## config.mk

```make
export PLATFORM = sky130hd
export DESIGN_NAME = interval_timer_12bit
export DESIGN_NICKNAME = d
export VERILOG_FILES = /design/src/hdl/interval_timer_pkg.sv /design/src/hdl/slow_clock_sync.sv /design/src/hdl/interval_counter.sv /design/src/hdl/interval_timer_12bit.sv
export SDC_FILE = /design/constraint.sdc
export NUM_CORES = 1
export LEC_CHECK = 0
export ABC_AREA = 1
export BUFFER_PORTS_ARGS = -buffer_cell sky130_fd_sc_hd__buf_2
export CELL_PAD_IN_SITES_DETAIL_PLACEMENT = 1
export CELL_PAD_IN_SITES_GLOBAL_PLACEMENT = 1
export CORE_ASPECT_RATIO = 1.75
export CORE_MARGIN = 2
export CORE_UTILIZATION = 41
export DETAILED_ROUTE_END_ITERATION = 10
export GPL_ROUTABILITY_DRIVEN = 0
export PLACE_DENSITY_LB_ADDON = 0.1
export REMOVE_ABC_BUFFERS = 1
export SETUP_SLACK_MARGIN = 0.2
export SLEW_MARGIN = 10
export SYNTH_ARGS = -nofsm -noshare
export SYNTH_HDL_FRONTEND = slang
export SYNTH_SLANG_ARGS = --single-unit
```

## constraint.sdc

```tcl
create_clock -name aclk -period 3.3 [get_ports aclk]
set_input_delay 0 -clock aclk [delete_from_list [all_inputs] [get_ports aclk]]
set_output_delay 0 -clock aclk [all_outputs]
set_load 0.005 [all_outputs]
```

## src/hdl/interval_timer_pkg.sv

```systemverilog
/*
 * Shared constants and types of the 12-bit interval timer: register offsets,
 * field positions, reset values, bus responses and the control word layout.
 * Assumes a 32-bit AXI4-Lite register bus with 8 address bits decoded.
 */
package interval_timer_pkg;

    // ------------------------------------------------------------------
    // Register offsets (byte addresses)
    // ------------------------------------------------------------------
    localparam int ADDR_W = 8;
    localparam logic [7:0] OFF_CLOCK_ENABLE = 8'h00;
    localparam logic [7:0] OFF_REQUEST_FLAGS = 8'h04;
    localparam logic [7:0] OFF_MASK_FLAGS = 8'h08;
    localparam logic [7:0] OFF_TIMER_CONTROL = 8'h0C;
    localparam logic [7:0] OFF_PERIPH_RESET = 8'h10;
    localparam logic [7:0] OFF_PRIORITY = 8'h14;
    localparam logic [7:0] OFF_CLOCK_SELECT = 8'h18;
    localparam logic [7:0] OFF_SPEED_CONTROL = 8'h1C;
    localparam logic [7:0] OFF_COUNT = 8'h20;

    // ------------------------------------------------------------------
    // Field positions
    // ------------------------------------------------------------------
    localparam int SUPPLY_BIT = 7;
    localparam int FLAG_BIT = 1;
    localparam int MASK_BIT = 1;
    localparam int PERIPH_RESET_BIT = 7;
    localparam int SLOW_SEL_BIT = 4;
    localparam int PRIO_HI_BIT = 1;
    localparam int PRIO_LO_BIT = 0;
    localparam int CMP_W = 12;

    // ------------------------------------------------------------------
    // Reset values and encodings
    // ------------------------------------------------------------------
    localparam logic [15:0] RST_TIMER_CONTROL = 16'h0FFF;
    localparam logic RST_SUPPLY = 1'b0;
    localparam logic RST_FLAG = 1'b0;
    localparam logic RST_MASK = 1'b1;
    localparam logic RST_PERIPH_RESET = 1'b0;
    localparam logic RST_SLOW_SEL = 1'b0;
    localparam logic [1:0] RST_PRIORITY = 2'h3;
    localparam logic [7:0] RST_CLOCK_SELECT = 8'h00;
    localparam logic [7:0] CLOCK_SELECT_SLOW_OSC = 8'h00;
    localparam logic [1:0] PRIO_LOWEST = 2'h3;
    localparam logic [1:0] RESP_OKAY = 2'h0;
    localparam logic [1:0] RESP_SLVERR = 2'h2;

    // ------------------------------------------------------------------
    // Types
    // ------------------------------------------------------------------
    typedef struct packed {
        logic run;
        logic [2:0] unused;
        logic [CMP_W-1:0] compare;
    } timer_ctrl_t;

    typedef struct packed {
        logic [ADDR_W-1:0] addr;
        logic [31:0] data;
        logic [3:0] strb;
    } bus_write_t;

endpackage : interval_timer_pkg

```

## src/hdl/slow_clock_sync.sv

```systemverilog
/*
 * Brings the free-running slow oscillator into the bus clock domain and
 * marks each accepted rising edge with a one-cycle pulse.
 * Assumes the slow clock runs far below half the bus clock rate.
 */
`timescale 1ns/1ps
module slow_clock_sync
    import interval_timer_pkg::*;
(
    input wire logic aclk,
    input wire logic aresetn,
    input wire logic async_in,
    output logic rise
);

    logic [2:0] stage;
    logic level;
    logic next_level;

    // Level accepted only once stages two and three agree
    always_comb begin
        next_level = level;
        if (stage[1] == stage[2]) begin
            next_level = stage[2];
        end
    end

    always_ff @(posedge aclk) begin
        if (!aresetn) begin
            stage <= 3'h0;
            level <= 1'b0;
            rise <= 1'b0;
        end else begin
            stage <= {stage[1:0], async_in};
            level <= next_level;
            rise <= next_level & ~level;
        end
    end

endmodule : slow_clock_sync

```

## src/hdl/interval_counter.sv

```systemverilog
/*
 * 12-bit up-counter of count-clock events with wrap at the compare value.
 * Assumes tick is a one-cycle pulse already gated by supply and selection.
 */
`timescale 1ns/1ps
module interval_counter
    import interval_timer_pkg::*;
(
    input wire logic aclk,
    input wire logic aresetn,
    input wire logic clear,
    input wire logic tick,
    input wire logic [CMP_W-1:0] compare,
    output logic [CMP_W-1:0] count,
    output logic match
);

    logic [CMP_W-1:0] next_count;
    logic next_match;

    always_comb begin
        next_count = count;
        next_match = 1'b0;
        if (clear) begin
            next_count = '0;
        end else if (tick) begin
            if (count == compare) begin // RQ4 RQ13
                next_count = '0;
                next_match = 1'b1;
            end else begin
                next_count = count + 12'h001;
            end
        end
    end

    always_ff @(posedge aclk) begin
        if (!aresetn) begin
            count <= '0;
            match <= 1'b0;
        end else begin
            count <= next_count;
            match <= next_match;
        end
    end

    // ------------------------------------------------------------------
    // Assertions
    // ------------------------------------------------------------------
    property p_wrap;
        @(posedge aclk) disable iff (!aresetn)
        (tick && !clear && count == compare) |=> match && count == '0;
    endproperty
    a_wrap: assert property (p_wrap) // RQ4
        else $error("no wrap at compare value");

    property p_step;
        @(posedge aclk) disable iff (!aresetn)
        (tick && !clear && count != compare)
            |=> !match && count == $past(count) + 12'h001;
    endproperty
    a_step: assert property (p_step) // RQ13
        else $error("count did not advance by one");

endmodule : interval_counter

```

## src/hdl/interval_timer_12bit.sv

```systemverilog
/*
 * 12-bit interval timer with AXI4-Lite registers, clock supply gate,
 * peripheral reset, request flag, mask, priority and one interrupt line.
 * Assumes the slow oscillator arrives asynchronously on low_speed_osc_clock.
 */
// The register offsets and the AXI4-Lite slave port were left to the implementer.
// Functional notes
// RQ1 - Count clock reaches the timer only while the clock supply bit is one.
// RQ2 - Run bit zero stops and clears the count; run bit one counts.
// RQ3 - Software writes a nonzero 12-bit compare value in control bits 11-0.
// RQ4 - Interval interrupt repeats every compare plus one count clock cycles.
// RQ5 - Request flag set by an interval event; software clears it writing zero.
// RQ6 - Mask one blocks servicing; the flag still records requests.
// RQ7 - Software pulses the peripheral reset bit before enabling clock supply.
// RQ8 - Software stops the timer, masks and clears the flag before setup.
// RQ9 - Both priority bits set give level three, the lowest priority.
// RQ10 - Clock select register zero takes the slow oscillator as count clock.
// RQ11 - For five milliseconds software loads compare 004AH while stopped.
// RQ12 - Speed control bit one routes the slow oscillator to the timer.
// RQ13 - Up-counter wraps to zero at compare and flags one event then.
`timescale 1ns/1ps
module interval_timer_12bit
    import interval_timer_pkg::*;
(
    input wire logic aclk,
    input wire logic aresetn,
    input wire logic [ADDR_W-1:0] s_axi_awaddr,
    input wire logic s_axi_awvalid,
    output logic s_axi_awready,
    input wire logic [31:0] s_axi_wdata,
    input wire logic [3:0] s_axi_wstrb,
    input wire logic s_axi_wvalid,
    output logic s_axi_wready,
    output logic [1:0] s_axi_bresp,
    output logic s_axi_bvalid,
    input wire logic s_axi_bready,
    input wire logic [ADDR_W-1:0] s_axi_araddr,
    input wire logic s_axi_arvalid,
    output logic s_axi_arready,
    output logic [31:0] s_axi_rdata,
    output logic [1:0] s_axi_rresp,
    output logic s_axi_rvalid,
    input wire logic s_axi_rready,
    input wire logic low_speed_osc_clock,
    output logic interval_interrupt,
    output logic [1:0] irq_priority
);

    // ------------------------------------------------------------------
    // Bus slave state
    // ------------------------------------------------------------------
    bus_write_t wr, next_wr;
    logic aw_full, next_aw_full, w_full, next_w_full;
    logic next_awready, next_wready, next_bvalid, next_arready, next_rvalid;
    logic [1:0] next_bresp, next_rresp;
    logic [31:0] next_rdata;
    logic do_write, write_hit;

    // ------------------------------------------------------------------
    // Register state
    // ------------------------------------------------------------------
    timer_ctrl_t ctrl, next_ctrl;
    logic timer_clock_supply_enable, next_supply;
    logic interval_irq_request_flag, next_flag;
    logic interval_irq_mask, next_mask;
    logic timer_peripheral_reset, next_periph_reset;
    logic interval_irq_priority_hi, interval_irq_priority_lo;
    logic [1:0] next_priority;
    logic [7:0] timer_clock_select_reg, next_clock_select;
    logic slow_osc_timer_clock_select, next_slow_sel, next_irq;

    // ------------------------------------------------------------------
    // Count path
    // ------------------------------------------------------------------
    logic slow_rise, tick_enable, count_tick, count_clear, match;
    logic [CMP_W-1:0] count;

    slow_clock_sync u_sync (
        .aclk(aclk), .aresetn(aresetn),
        .async_in(low_speed_osc_clock), .rise(slow_rise)
    );

    assign tick_enable = timer_clock_supply_enable // RQ1
        && slow_osc_timer_clock_select // RQ12
        && (timer_clock_select_reg == CLOCK_SELECT_SLOW_OSC); // RQ10
    assign count_tick = slow_rise && tick_enable;
    assign count_clear = !ctrl.run || timer_peripheral_reset; // RQ2

    interval_counter u_counter (
        .aclk(aclk), .aresetn(aresetn), .clear(count_clear), .tick(count_tick),
        .compare(ctrl.compare), .count(count), .match(match)
    );

    // ------------------------------------------------------------------
    // AXI4-Lite handshakes
    // ------------------------------------------------------------------
    always_comb begin
        next_wr = wr;
        next_aw_full = aw_full;
        next_w_full = w_full;
        next_bvalid = s_axi_bvalid;
        next_bresp = s_axi_bresp;
        if (s_axi_awvalid && s_axi_awready) begin
            next_aw_full = 1'b1;
            next_wr.addr = s_axi_awaddr;
        end
        if (s_axi_wvalid && s_axi_wready) begin
            next_w_full = 1'b1;
            next_wr.data = s_axi_wdata;
            next_wr.strb = s_axi_wstrb;
        end
        if (s_axi_bvalid && s_axi_bready) begin
            next_bvalid = 1'b0;
        end
        do_write = aw_full && w_full && !s_axi_bvalid;
        case (wr.addr)
            OFF_CLOCK_ENABLE, OFF_REQUEST_FLAGS, OFF_MASK_FLAGS,
            OFF_TIMER_CONTROL, OFF_PERIPH_RESET, OFF_PRIORITY,
            OFF_CLOCK_SELECT, OFF_SPEED_CONTROL, OFF_COUNT: write_hit = 1'b1;
            default: write_hit = 1'b0;
        endcase
        if (do_write) begin
            next_aw_full = 1'b0;
            next_w_full = 1'b0;
            next_bvalid = 1'b1;
            next_bresp = write_hit ? RESP_OKAY : RESP_SLVERR;
        end
        next_awready = !next_aw_full && !next_bvalid;
        next_wready = !next_w_full && !next_bvalid;
        next_rvalid = s_axi_rvalid;
        next_rdata = s_axi_rdata;
        next_rresp = s_axi_rresp;
        if (s_axi_rvalid && s_axi_rready) begin
            next_rvalid = 1'b0;
        end
        if (s_axi_arvalid && s_axi_arready) begin
            next_rvalid = 1'b1;
            next_rresp = RESP_OKAY;
            next_rdata = 32'h0000_0000;
            case (s_axi_araddr)
                OFF_CLOCK_ENABLE: next_rdata[SUPPLY_BIT] = timer_clock_supply_enable;
                OFF_REQUEST_FLAGS: next_rdata[FLAG_BIT] = interval_irq_request_flag;
                OFF_MASK_FLAGS: next_rdata[MASK_BIT] = interval_irq_mask;
                OFF_TIMER_CONTROL: next_rdata[15:0] = {ctrl.run, 3'h0, ctrl.compare};
                OFF_PERIPH_RESET: next_rdata[PERIPH_RESET_BIT] = timer_peripheral_reset;
                OFF_PRIORITY: next_rdata[1:0] = irq_priority;
                OFF_CLOCK_SELECT: next_rdata[7:0] = timer_clock_select_reg;
                OFF_SPEED_CONTROL: next_rdata[SLOW_SEL_BIT] = slow_osc_timer_clock_select;
                OFF_COUNT: next_rdata[CMP_W-1:0] = count;
                default: next_rresp = RESP_SLVERR;
            endcase
        end
        next_arready = !next_rvalid;
    end

    always_ff @(posedge aclk) begin
        if (!aresetn) begin
            wr <= '0;
            aw_full <= 1'b0;
            w_full <= 1'b0;
            s_axi_awready <= 1'b0;
            s_axi_wready <= 1'b0;
            s_axi_bvalid <= 1'b0;
            s_axi_bresp <= RESP_OKAY;
            s_axi_arready <= 1'b0;
            s_axi_rvalid <= 1'b0;
            s_axi_rdata <= 32'h0000_0000;
            s_axi_rresp <= RESP_OKAY;
        end else begin
            wr <= next_wr;
            aw_full <= next_aw_full;
            w_full <= next_w_full;
            s_axi_awready <= next_awready;
            s_axi_wready <= next_wready;
            s_axi_bvalid <= next_bvalid;
            s_axi_bresp <= next_bresp;
            s_axi_arready <= next_arready;
            s_axi_rvalid <= next_rvalid;
            s_axi_rdata <= next_rdata;
            s_axi_rresp <= next_rresp;
        end
    end

    // ------------------------------------------------------------------
    // Registers, request flag and interrupt line
    // ------------------------------------------------------------------
    always_comb begin
        next_ctrl = ctrl;
        next_supply = timer_clock_supply_enable;
        next_flag = interval_irq_request_flag;
        next_mask = interval_irq_mask;
        next_periph_reset = timer_peripheral_reset;
        next_priority = {interval_irq_priority_hi, interval_irq_priority_lo};
        next_clock_select = timer_clock_select_reg;
        next_slow_sel = slow_osc_timer_clock_select;
        if (do_write) begin
            case (wr.addr)
                OFF_CLOCK_ENABLE: if (wr.strb[0]) next_supply = wr.data[SUPPLY_BIT];
                OFF_REQUEST_FLAGS: if (wr.strb[0] && !wr.data[FLAG_BIT]) next_flag = 1'b0;
                OFF_MASK_FLAGS: if (wr.strb[0]) next_mask = wr.data[MASK_BIT];
                OFF_TIMER_CONTROL: begin
                    if (wr.strb[0]) next_ctrl.compare[7:0] = wr.data[7:0];
                    if (wr.strb[1]) begin
                        next_ctrl.compare[CMP_W-1:8] = wr.data[CMP_W-1:8];
                        next_ctrl.run = wr.data[15];
                    end
                end
                OFF_PERIPH_RESET: begin
                    if (wr.strb[0]) next_periph_reset = wr.data[PERIPH_RESET_BIT];
                end
                OFF_PRIORITY: if (wr.strb[0]) next_priority = wr.data[1:0];
                OFF_CLOCK_SELECT: if (wr.strb[0]) next_clock_select = wr.data[7:0];
                OFF_SPEED_CONTROL: if (wr.strb[0]) next_slow_sel = wr.data[SLOW_SEL_BIT];
                default: next_ctrl = ctrl;
            endcase
        end
        // Peripheral reset holds the timer in its reset state
        if (timer_peripheral_reset) begin
            next_ctrl = RST_TIMER_CONTROL;
            next_flag = RST_FLAG;
        end
        // Event beats a clear in the same cycle
        if (match) begin
            next_flag = 1'b1; // RQ5 RQ13
        end
        next_irq = next_flag && !next_mask; // RQ6
    end

    always_ff @(posedge aclk) begin
        if (!aresetn) begin
            ctrl <= RST_TIMER_CONTROL;
            timer_clock_supply_enable <= RST_SUPPLY;
            interval_irq_request_flag <= RST_FLAG;
            interval_irq_mask <= RST_MASK;
            timer_peripheral_reset <= RST_PERIPH_RESET;
            interval_irq_priority_hi <= RST_PRIORITY[PRIO_HI_BIT];
            interval_irq_priority_lo <= RST_PRIORITY[PRIO_LO_BIT];
            irq_priority <= RST_PRIORITY;
            timer_clock_select_reg <= RST_CLOCK_SELECT;
            slow_osc_timer_clock_select <= RST_SLOW_SEL;
            interval_interrupt <= 1'b0;
        end else begin
            ctrl <= next_ctrl;
            timer_clock_supply_enable <= next_supply;
            interval_irq_request_flag <= next_flag;
            interval_irq_mask <= next_mask;
            timer_peripheral_reset <= next_periph_reset;
            interval_irq_priority_hi <= next_priority[1];
            interval_irq_priority_lo <= next_priority[0];
            irq_priority <= next_priority; // RQ9
            timer_clock_select_reg <= next_clock_select;
            slow_osc_timer_clock_select <= next_slow_sel;
            interval_interrupt <= next_irq;
        end
    end

    // ------------------------------------------------------------------
    // Assertions
    // ------------------------------------------------------------------
    property p_supply_gate;
        @(posedge aclk) disable iff (!aresetn)
        (!timer_clock_supply_enable && !count_clear) |=> $stable(count);
    endproperty
    a_supply_gate: assert property (p_supply_gate) // RQ1
        else $error("count moved without clock supply");

    property p_stop_clears;
        @(posedge aclk) disable iff (!aresetn)
        !ctrl.run |=> (count == '0) && !match;
    endproperty
    a_stop_clears: assert property (p_stop_clears) // RQ2
        else $error("stopped timer kept a count");

    property p_flag_set;
        @(posedge aclk) disable iff (!aresetn)
        match |=> interval_irq_request_flag;
    endproperty
    a_flag_set: assert property (p_flag_set) // RQ5
        else $error("request flag not set by event");

    property p_masked_records;
        @(posedge aclk) disable iff (!aresetn)
        (match && next_mask) |=> interval_irq_request_flag ##0 !interval_interrupt;
    endproperty
    a_masked_records: assert property (p_masked_records) // RQ6
        else $error("mask lost the flag or leaked interrupt");

    property p_irq_level;
        @(posedge aclk) disable iff (!aresetn)
        interval_interrupt == (interval_irq_request_flag && !interval_irq_mask);
    endproperty
    a_irq_level: assert property (p_irq_level) // RQ6
        else $error("interrupt line disagrees with flag and mask");

    property p_select_gate;
        @(posedge aclk) disable iff (!aresetn)
        (timer_clock_select_reg != CLOCK_SELECT_SLOW_OSC && !count_clear)
            |=> $stable(count);
    endproperty
    a_select_gate: assert property (p_select_gate) // RQ10
        else $error("count moved with another clock selected");

    property p_speed_gate;
        @(posedge aclk) disable iff (!aresetn)
        (!slow_osc_timer_clock_select && !count_clear) |=> $stable(count);
    endproperty
    a_speed_gate: assert property (p_speed_gate) // RQ12
        else $error("count moved without slow oscillator routed");

    property p_prio;
        @(posedge aclk) disable iff (!aresetn)
        (interval_irq_priority_hi && interval_irq_priority_lo)
            |-> irq_priority == PRIO_LOWEST;
    endproperty
    a_prio: assert property (p_prio) // RQ9
        else $error("priority bits not shown as lowest level");

    property p_bhold;
        @(posedge aclk) disable iff (!aresetn)
        (s_axi_bvalid && !s_axi_bready) |=> s_axi_bvalid && $stable(s_axi_bresp);
    endproperty
    a_bhold: assert property (p_bhold)
        else $error("write response dropped early");

    c_wrap: cover property (@(posedge aclk) disable iff (!aresetn) match);
    c_irq: cover property (@(posedge aclk) disable iff (!aresetn)
        $rose(interval_interrupt));
    c_write: cover property (@(posedge aclk) disable iff (!aresetn)
        s_axi_bvalid && s_axi_bready);
    c_read: cover property (@(posedge aclk) disable iff (!aresetn)
        s_axi_rvalid && s_axi_rready);

endmodule : interval_timer_12bit

```

Word level (Yosys, flattened, before mapping)
Index checks and enable logic that the tools add are counted.
{ "word_totals": {"register_bits": 102} }
{ "classes": {"n_addsub": 1, "eq_ne": 18, "mux": 33, "bitwise": 4, "n_reduce_logical": 37} }
{ "op_table": {"columns": ["cell", "n"], "rows": [
  ["$eq 8x5->1 const B", 8],
  ["$eq 8x4->1 const B", 4],
  ["$logic_not 8->1", 3],
  ["$mux 1", 19],
  ["$reduce_and 3->1", 6],
  ["$reduce_or 9->1", 2],
  ["$eq 8x3->1 const B", 2],
  ["$eq 8x6->1 const B", 2],
  ["$logic_and 1x1->1", 14],
  ["$add 12x1->12 const B", 1],
  ["$eq 12x12->1", 1],
  ["$mux 12", 1],
  ["$pmux 2 s3", 2],
  ["$mux 2", 5],
  ["$logic_not 1->1", 8],
  ["$pmux 1 s4", 2],
  ["$pmux 4 s2", 1],
  ["$pmux 1 s6", 1],
  ["$pmux 1 s5", 1],
  ["$mux 4", 1],
  ["$reduce_or 2->1", 2],
  ["$not 1->1", 3],
  ["$reduce_or 3->1", 1],
  ["$and 1x1->1", 1],
  ["2 further kinds", 2]
]} }

Logic depth before layout (Yosys ltp)
{ "depth": {"ltp_word": 8, "mapped_depth": 11, "mapped_depth_nobuf": 9} }

By module
A second synthesis with hierarchy kept.
{ "unflattened": {"hier_cells": 615, "area_unflattened_um2": 4385.5} }
{ "by_module_without_submodules": {"columns": ["module", "n_inst", "cells_per_inst", "area_each_um2", "seq_area_each_um2"], "rows": [
  ["interval_timer_12bit", 1, 455, 3383.2, 1481.4],
  ["interval_counter", 1, 143, 850.8, 260.2],
  ["slow_clock_sync", 1, 17, 151.4, 100.1]
]} }

Worst setup path before layout
No wires, ideal clock.
{ "synth_path": {"path_type": "reg2reg", "start": "register wr[36] (netlist name)", "end": "register timer_clock_select_reg[1]", "arrival_time_ps": 1127, "required_time_ps": 3181, "slack_ps": 2054, "path_stages_with_launch": 8, "n_path_buf": 1, "cell_sequence": "dfxtp_1 nor2_2 nand3_2 nor2_2 nand2_2 buf_6 o21ai_0 a21oi_1"} }
{ "synth_between": {"elab_chain_cells": 2} }
{ "synth_rtl": {"columns": ["item", "line_no", "text"], "rows": [
  ["start: declaration", "interval_timer_12bit.sv:52", "bus_write_t wr, next_wr;"],
  ["start signal: assignment", "interval_timer_12bit.sv:170", "wr <= next_wr;"],
  ["$eq 8x5->1", "interval_timer_12bit.sv:197", "case (wr.addr)"],
  ["$reduce_and 3->1 (no line)", null, null],
  ["end signal: assignment", "interval_timer_12bit.sv:251", "timer_clock_select_reg <= next_clock_select;"],
  ["end: declaration", "interval_timer_12bit.sv:69", "logic [7:0] timer_clock_select_reg, next_clock_select;"]
]} }
No other way between the ends.
A chain may end at the register's enable or synchronous reset.

Final worst setup path
{ "layout_path": {"start": "register s_axi_arready", "end": "register s_axi_rdata[11]"} }
{ "layout_between": {"elab_chain_cells": 1} }
{ "layout_rtl": {"columns": ["item", "line_no", "text"], "rows": [
  ["start: declaration", "interval_timer_12bit.sv:39", "output logic s_axi_arready,"],
  ["start signal: assignment", "interval_timer_12bit.sv:177", "s_axi_arready <= next_arready;"],
  ["$logic_and 1x1->1", "interval_timer_12bit.sv:136", "if (s_axi_arvalid && s_axi_arready) begin"],
  ["end signal: assignment", "interval_timer_12bit.sv:179", "s_axi_rdata <= next_rdata;"],
  ["end: declaration", "interval_timer_12bit.sv:40", "output logic [31:0] s_axi_rdata,"]
]} }
No other way between the ends.

==> impl_metrics.tcl <==
set metrics [dict create \
    powerDensity_nw_per_um2 479 \
    yosys.cell_types.count 36 \
    area_of_the_die_um2 11500 \
    clock-skew-final_ns 0.00593 \
    fmax_mhz 542 \
    floorplan.initialDensity_pct 42.4 \
    crit_path_max_fanout 18 \
    globalRoute.busiestLayer "met2" \
    cts_setup_buffers 0 \
    tritoncts_num_sinks 92 \
    nets 762 \
    cts.root.buffer_cell "sky130_fd_sc_hd__clkbuf_16" \
    cap_viol_max_count 0 \
    yosys_warnings 0 \
    power_leakage_nw 2.30 \
    track_usage_pct 23.3 \
    post_route_cells_drive_above_1_share_pct 15.4 \
    die_height_um 140 \
    grt_pass1_wl_um 20700 \
    aggregate_global_routing_overflow 0 \
    hold_violations_final 0 \
    drcViolationCount 0 \
    mostFrequentLayoutCell "sky130_fd_sc_hd__nand2_1" \
    wl_per_cell_um 15.0 \
    h-tree-depth 3 \
    tritoncts.num_buffers 9 \
    grt_max_degree 45 \
    drt-initial-drc-count 126 \
    global_route_met1_usage_pct 24.3 \
    irDropWorstVdd_mv 0.363 \
    timing.final.crit_share_pct 55.9 \
    worst_path_most_repeated_cell "sky130_fd_sc_hd__nor2_1" \
    most_flops_register "wr" \
    cp-start-kind "flop" \
    largest_register_ff_count 23 \
    grt_setup_unrepaired "false" \
    dp_hpwl_um 9610 \
    syn-cell-area_um2 4360 \
    timing.setup.tns_ns 0 \
    number_of_iterations_in_the_first_detailed_routing_pass 4 \
    dieWidth_um 82.0 \
    placed_cells_incl_taps 791 \
    commonest_cells_after_routing_fill_and_taps_aside "132 x sky130_fd_sc_hd__nand2_1, 104 x sky130_fd_sc_hd__nor2_1, 92 x sky130_fd_sc_hd__dfxtp_1, 61 x sky130_fd_sc_hd__buf_2, 53 x sky130_fd_sc_hd__inv_1" \
    top_level_ports 104 \
    routed_via_density 5.01 \
    run_status "completed" \
    holdCritPathClass "primary input to flop" \
    critPathRequiredTime_ns 3.54 \
    worstMarginPinSlew_ns 0.832 \
    worstSkewPairLatency_ns 0.35 \
    worst_slew_margin_rel_pct 44.3 \
    postSynth.asyncResetShare_pct 0 \
    critPathArrivalTime_ns 2.08 \
    vias 4177 \
    syn_inst 624 \
    slowest_stage "sky130_fd_sc_hd__clkinv_1" \
    cts_tree "done" \
    placementRows 49 \
    finalWorstPathRequiredPeriod_ns 1.84 \
    synthFlopType "sky130_fd_sc_hd__dfxtp_1" \
    maxSlewViolCount 0 \
    crit_path_class "flop to flop" \
    proportion_of_synthesized_chip_area_in_sequential_cells_pct 42.2 \
    global_route.usage.met2_pct 44.8 \
    antenna_found_initial 0 \
    final_cells 833 \
    cts.reportedPaths.clkPinSlew_ns 0.07 \
    synthToLayoutAreaGrowth_pct 19.8 \
    core_region_area_um2 10300 \
    placement.io_buffers 61 \
    ys_ff_latch 92 \
    antenna_violating_nets_post_route 0 \
    cell_chain_critical_path "nand2_1, clkinv_1, nor2_1, nor2_1, o21ai_0, inv_1" \
    synth-edff-count 0 \
    clockBufferDepth 2 \
    setup_viol 0 \
    met3_usage_pct 3.22 \
    antenna_cells 0 \
    syn_area_per_cell_um2 6.99 \
    finalWirelength_um 12500 \
    critPathMaxStageDelay_ns 0.59 \
    grt_pass1_vias 4345 \
    end_kind "flop" \
    largestRegisters "wr: 23 flops, ctrl: 13 flops, s_axi_rdata: 13 flops" \
]
## worst paths after layout
path              slack (ns)              end  cells past startpoint             from
setup / recovery        1.46  s_axi_rdata[11]                      6    s_axi_arready
hold / removal          0.06   s_axi_rresp[1]                      4  s_axi_araddr[4]
setup reg to reg        1.46  s_axi_rdata[11]                      6    s_axi_arready
hold reg to reg         0.42  u_sync.stage[1]                      2  u_sync.stage[0]
## cell type report
type                    count  area [um2]
clock inverters             5        83.8
clock buffers              11         243
repair buffers             89         581
flip-flops and latches     92        1840
inverters                  59         223
multi-input cells         450        2100
well taps                 127         159
fillers                  1373        5070
## cell families (layout without fill, tap and decap cells)
kind of cell | Yosys count | after routing | share of synthesized area, %
adder cells (fa/ha/maj) | 1 | 1 | 0.287
XOR/XNOR | 13 | 13 | 2.61
other | 1 | 21 | 0.0860
flip-flops | 92 | 92 | 42.2
buffers and inverters | 102 | 164 | 11.4
AO/OA/AOI/OAI | 93 | 93 | 11.5
AND/OR/NAND/NOR | 322 | 322 | 31.9
## timing repair
| action | 4_1_cts | 5_1_grt |
|---|---|---|
| gates resized for setup | 0 | 0 |
| hold endpoints to repair | 27 | 0 |
| hold buffers | 26 | 0 |
## routing by layer
metal  wire length (um)  vias up  share of wire [%]
met3                348       24                2.8
li1                   -     2099                  -
met2               7200       78                 57
met5                  0        -                  0
met4                327        0                2.6
met1               4650     1976                 37
## cells in the mapped netlist, types with 9 or more instances
master                     number  area [um2]
sky130_fd_sc_hd__nand2_1      132         495
sky130_fd_sc_hd__a21oi_1       29         145
sky130_fd_sc_hd__clkbuf_1      12        45.0
sky130_fd_sc_hd__xor2_1        12         105
sky130_fd_sc_hd__nand3_1       46         230
sky130_fd_sc_hd__o21ai_0       49         245
sky130_fd_sc_hd__inv_1         53         199
sky130_fd_sc_hd__nor2_2        14        87.6
sky130_fd_sc_hd__o211ai_1       9        67.6
sky130_fd_sc_hd__dfxtp_1       92        1840
sky130_fd_sc_hd__buf_4         25         188
sky130_fd_sc_hd__nor2_1       104         390
## power breakdown
| part | internal, mW | switching [mW] | total [mW] |
|---|---|---|---|
| clock network | 0.688 | 0.452 | 1.14 |
| registers | 1.15 | 0.0239 | 1.17 |
| logic | 0.0791 | 0.114 | 0.193 |
| total | 1.91 | 0.590 | 2.50 |
## critical path: cells and delay by family, from the launching register on
kind / cells / cell delay, ns
compound gates: 1 / 0.12
buf+inv: 2 / 0.66
flops: 1 / 0.31
simple gates: 3 / 0.64
## stage by stage
stage	area, um2	setup WS, ns	util, %	hold slack, ns	total power, mW
4_1_cts	5230	1.39	50.8	0.0547	2.53
6_report	5230	1.46	50.8	0.0647	2.50
5_1_grt	5230	1.23	50.8	0.112	2.61
3_3_place_gp	4640	1.50	45.1	0.180	1.36
2_1_floorplan	4160	1.94	-	0.0700	1.29
3_5_place_dp	4640	1.40	45.1	0.193	1.37
No activity file was read; power rests on OpenSTA's default activity.
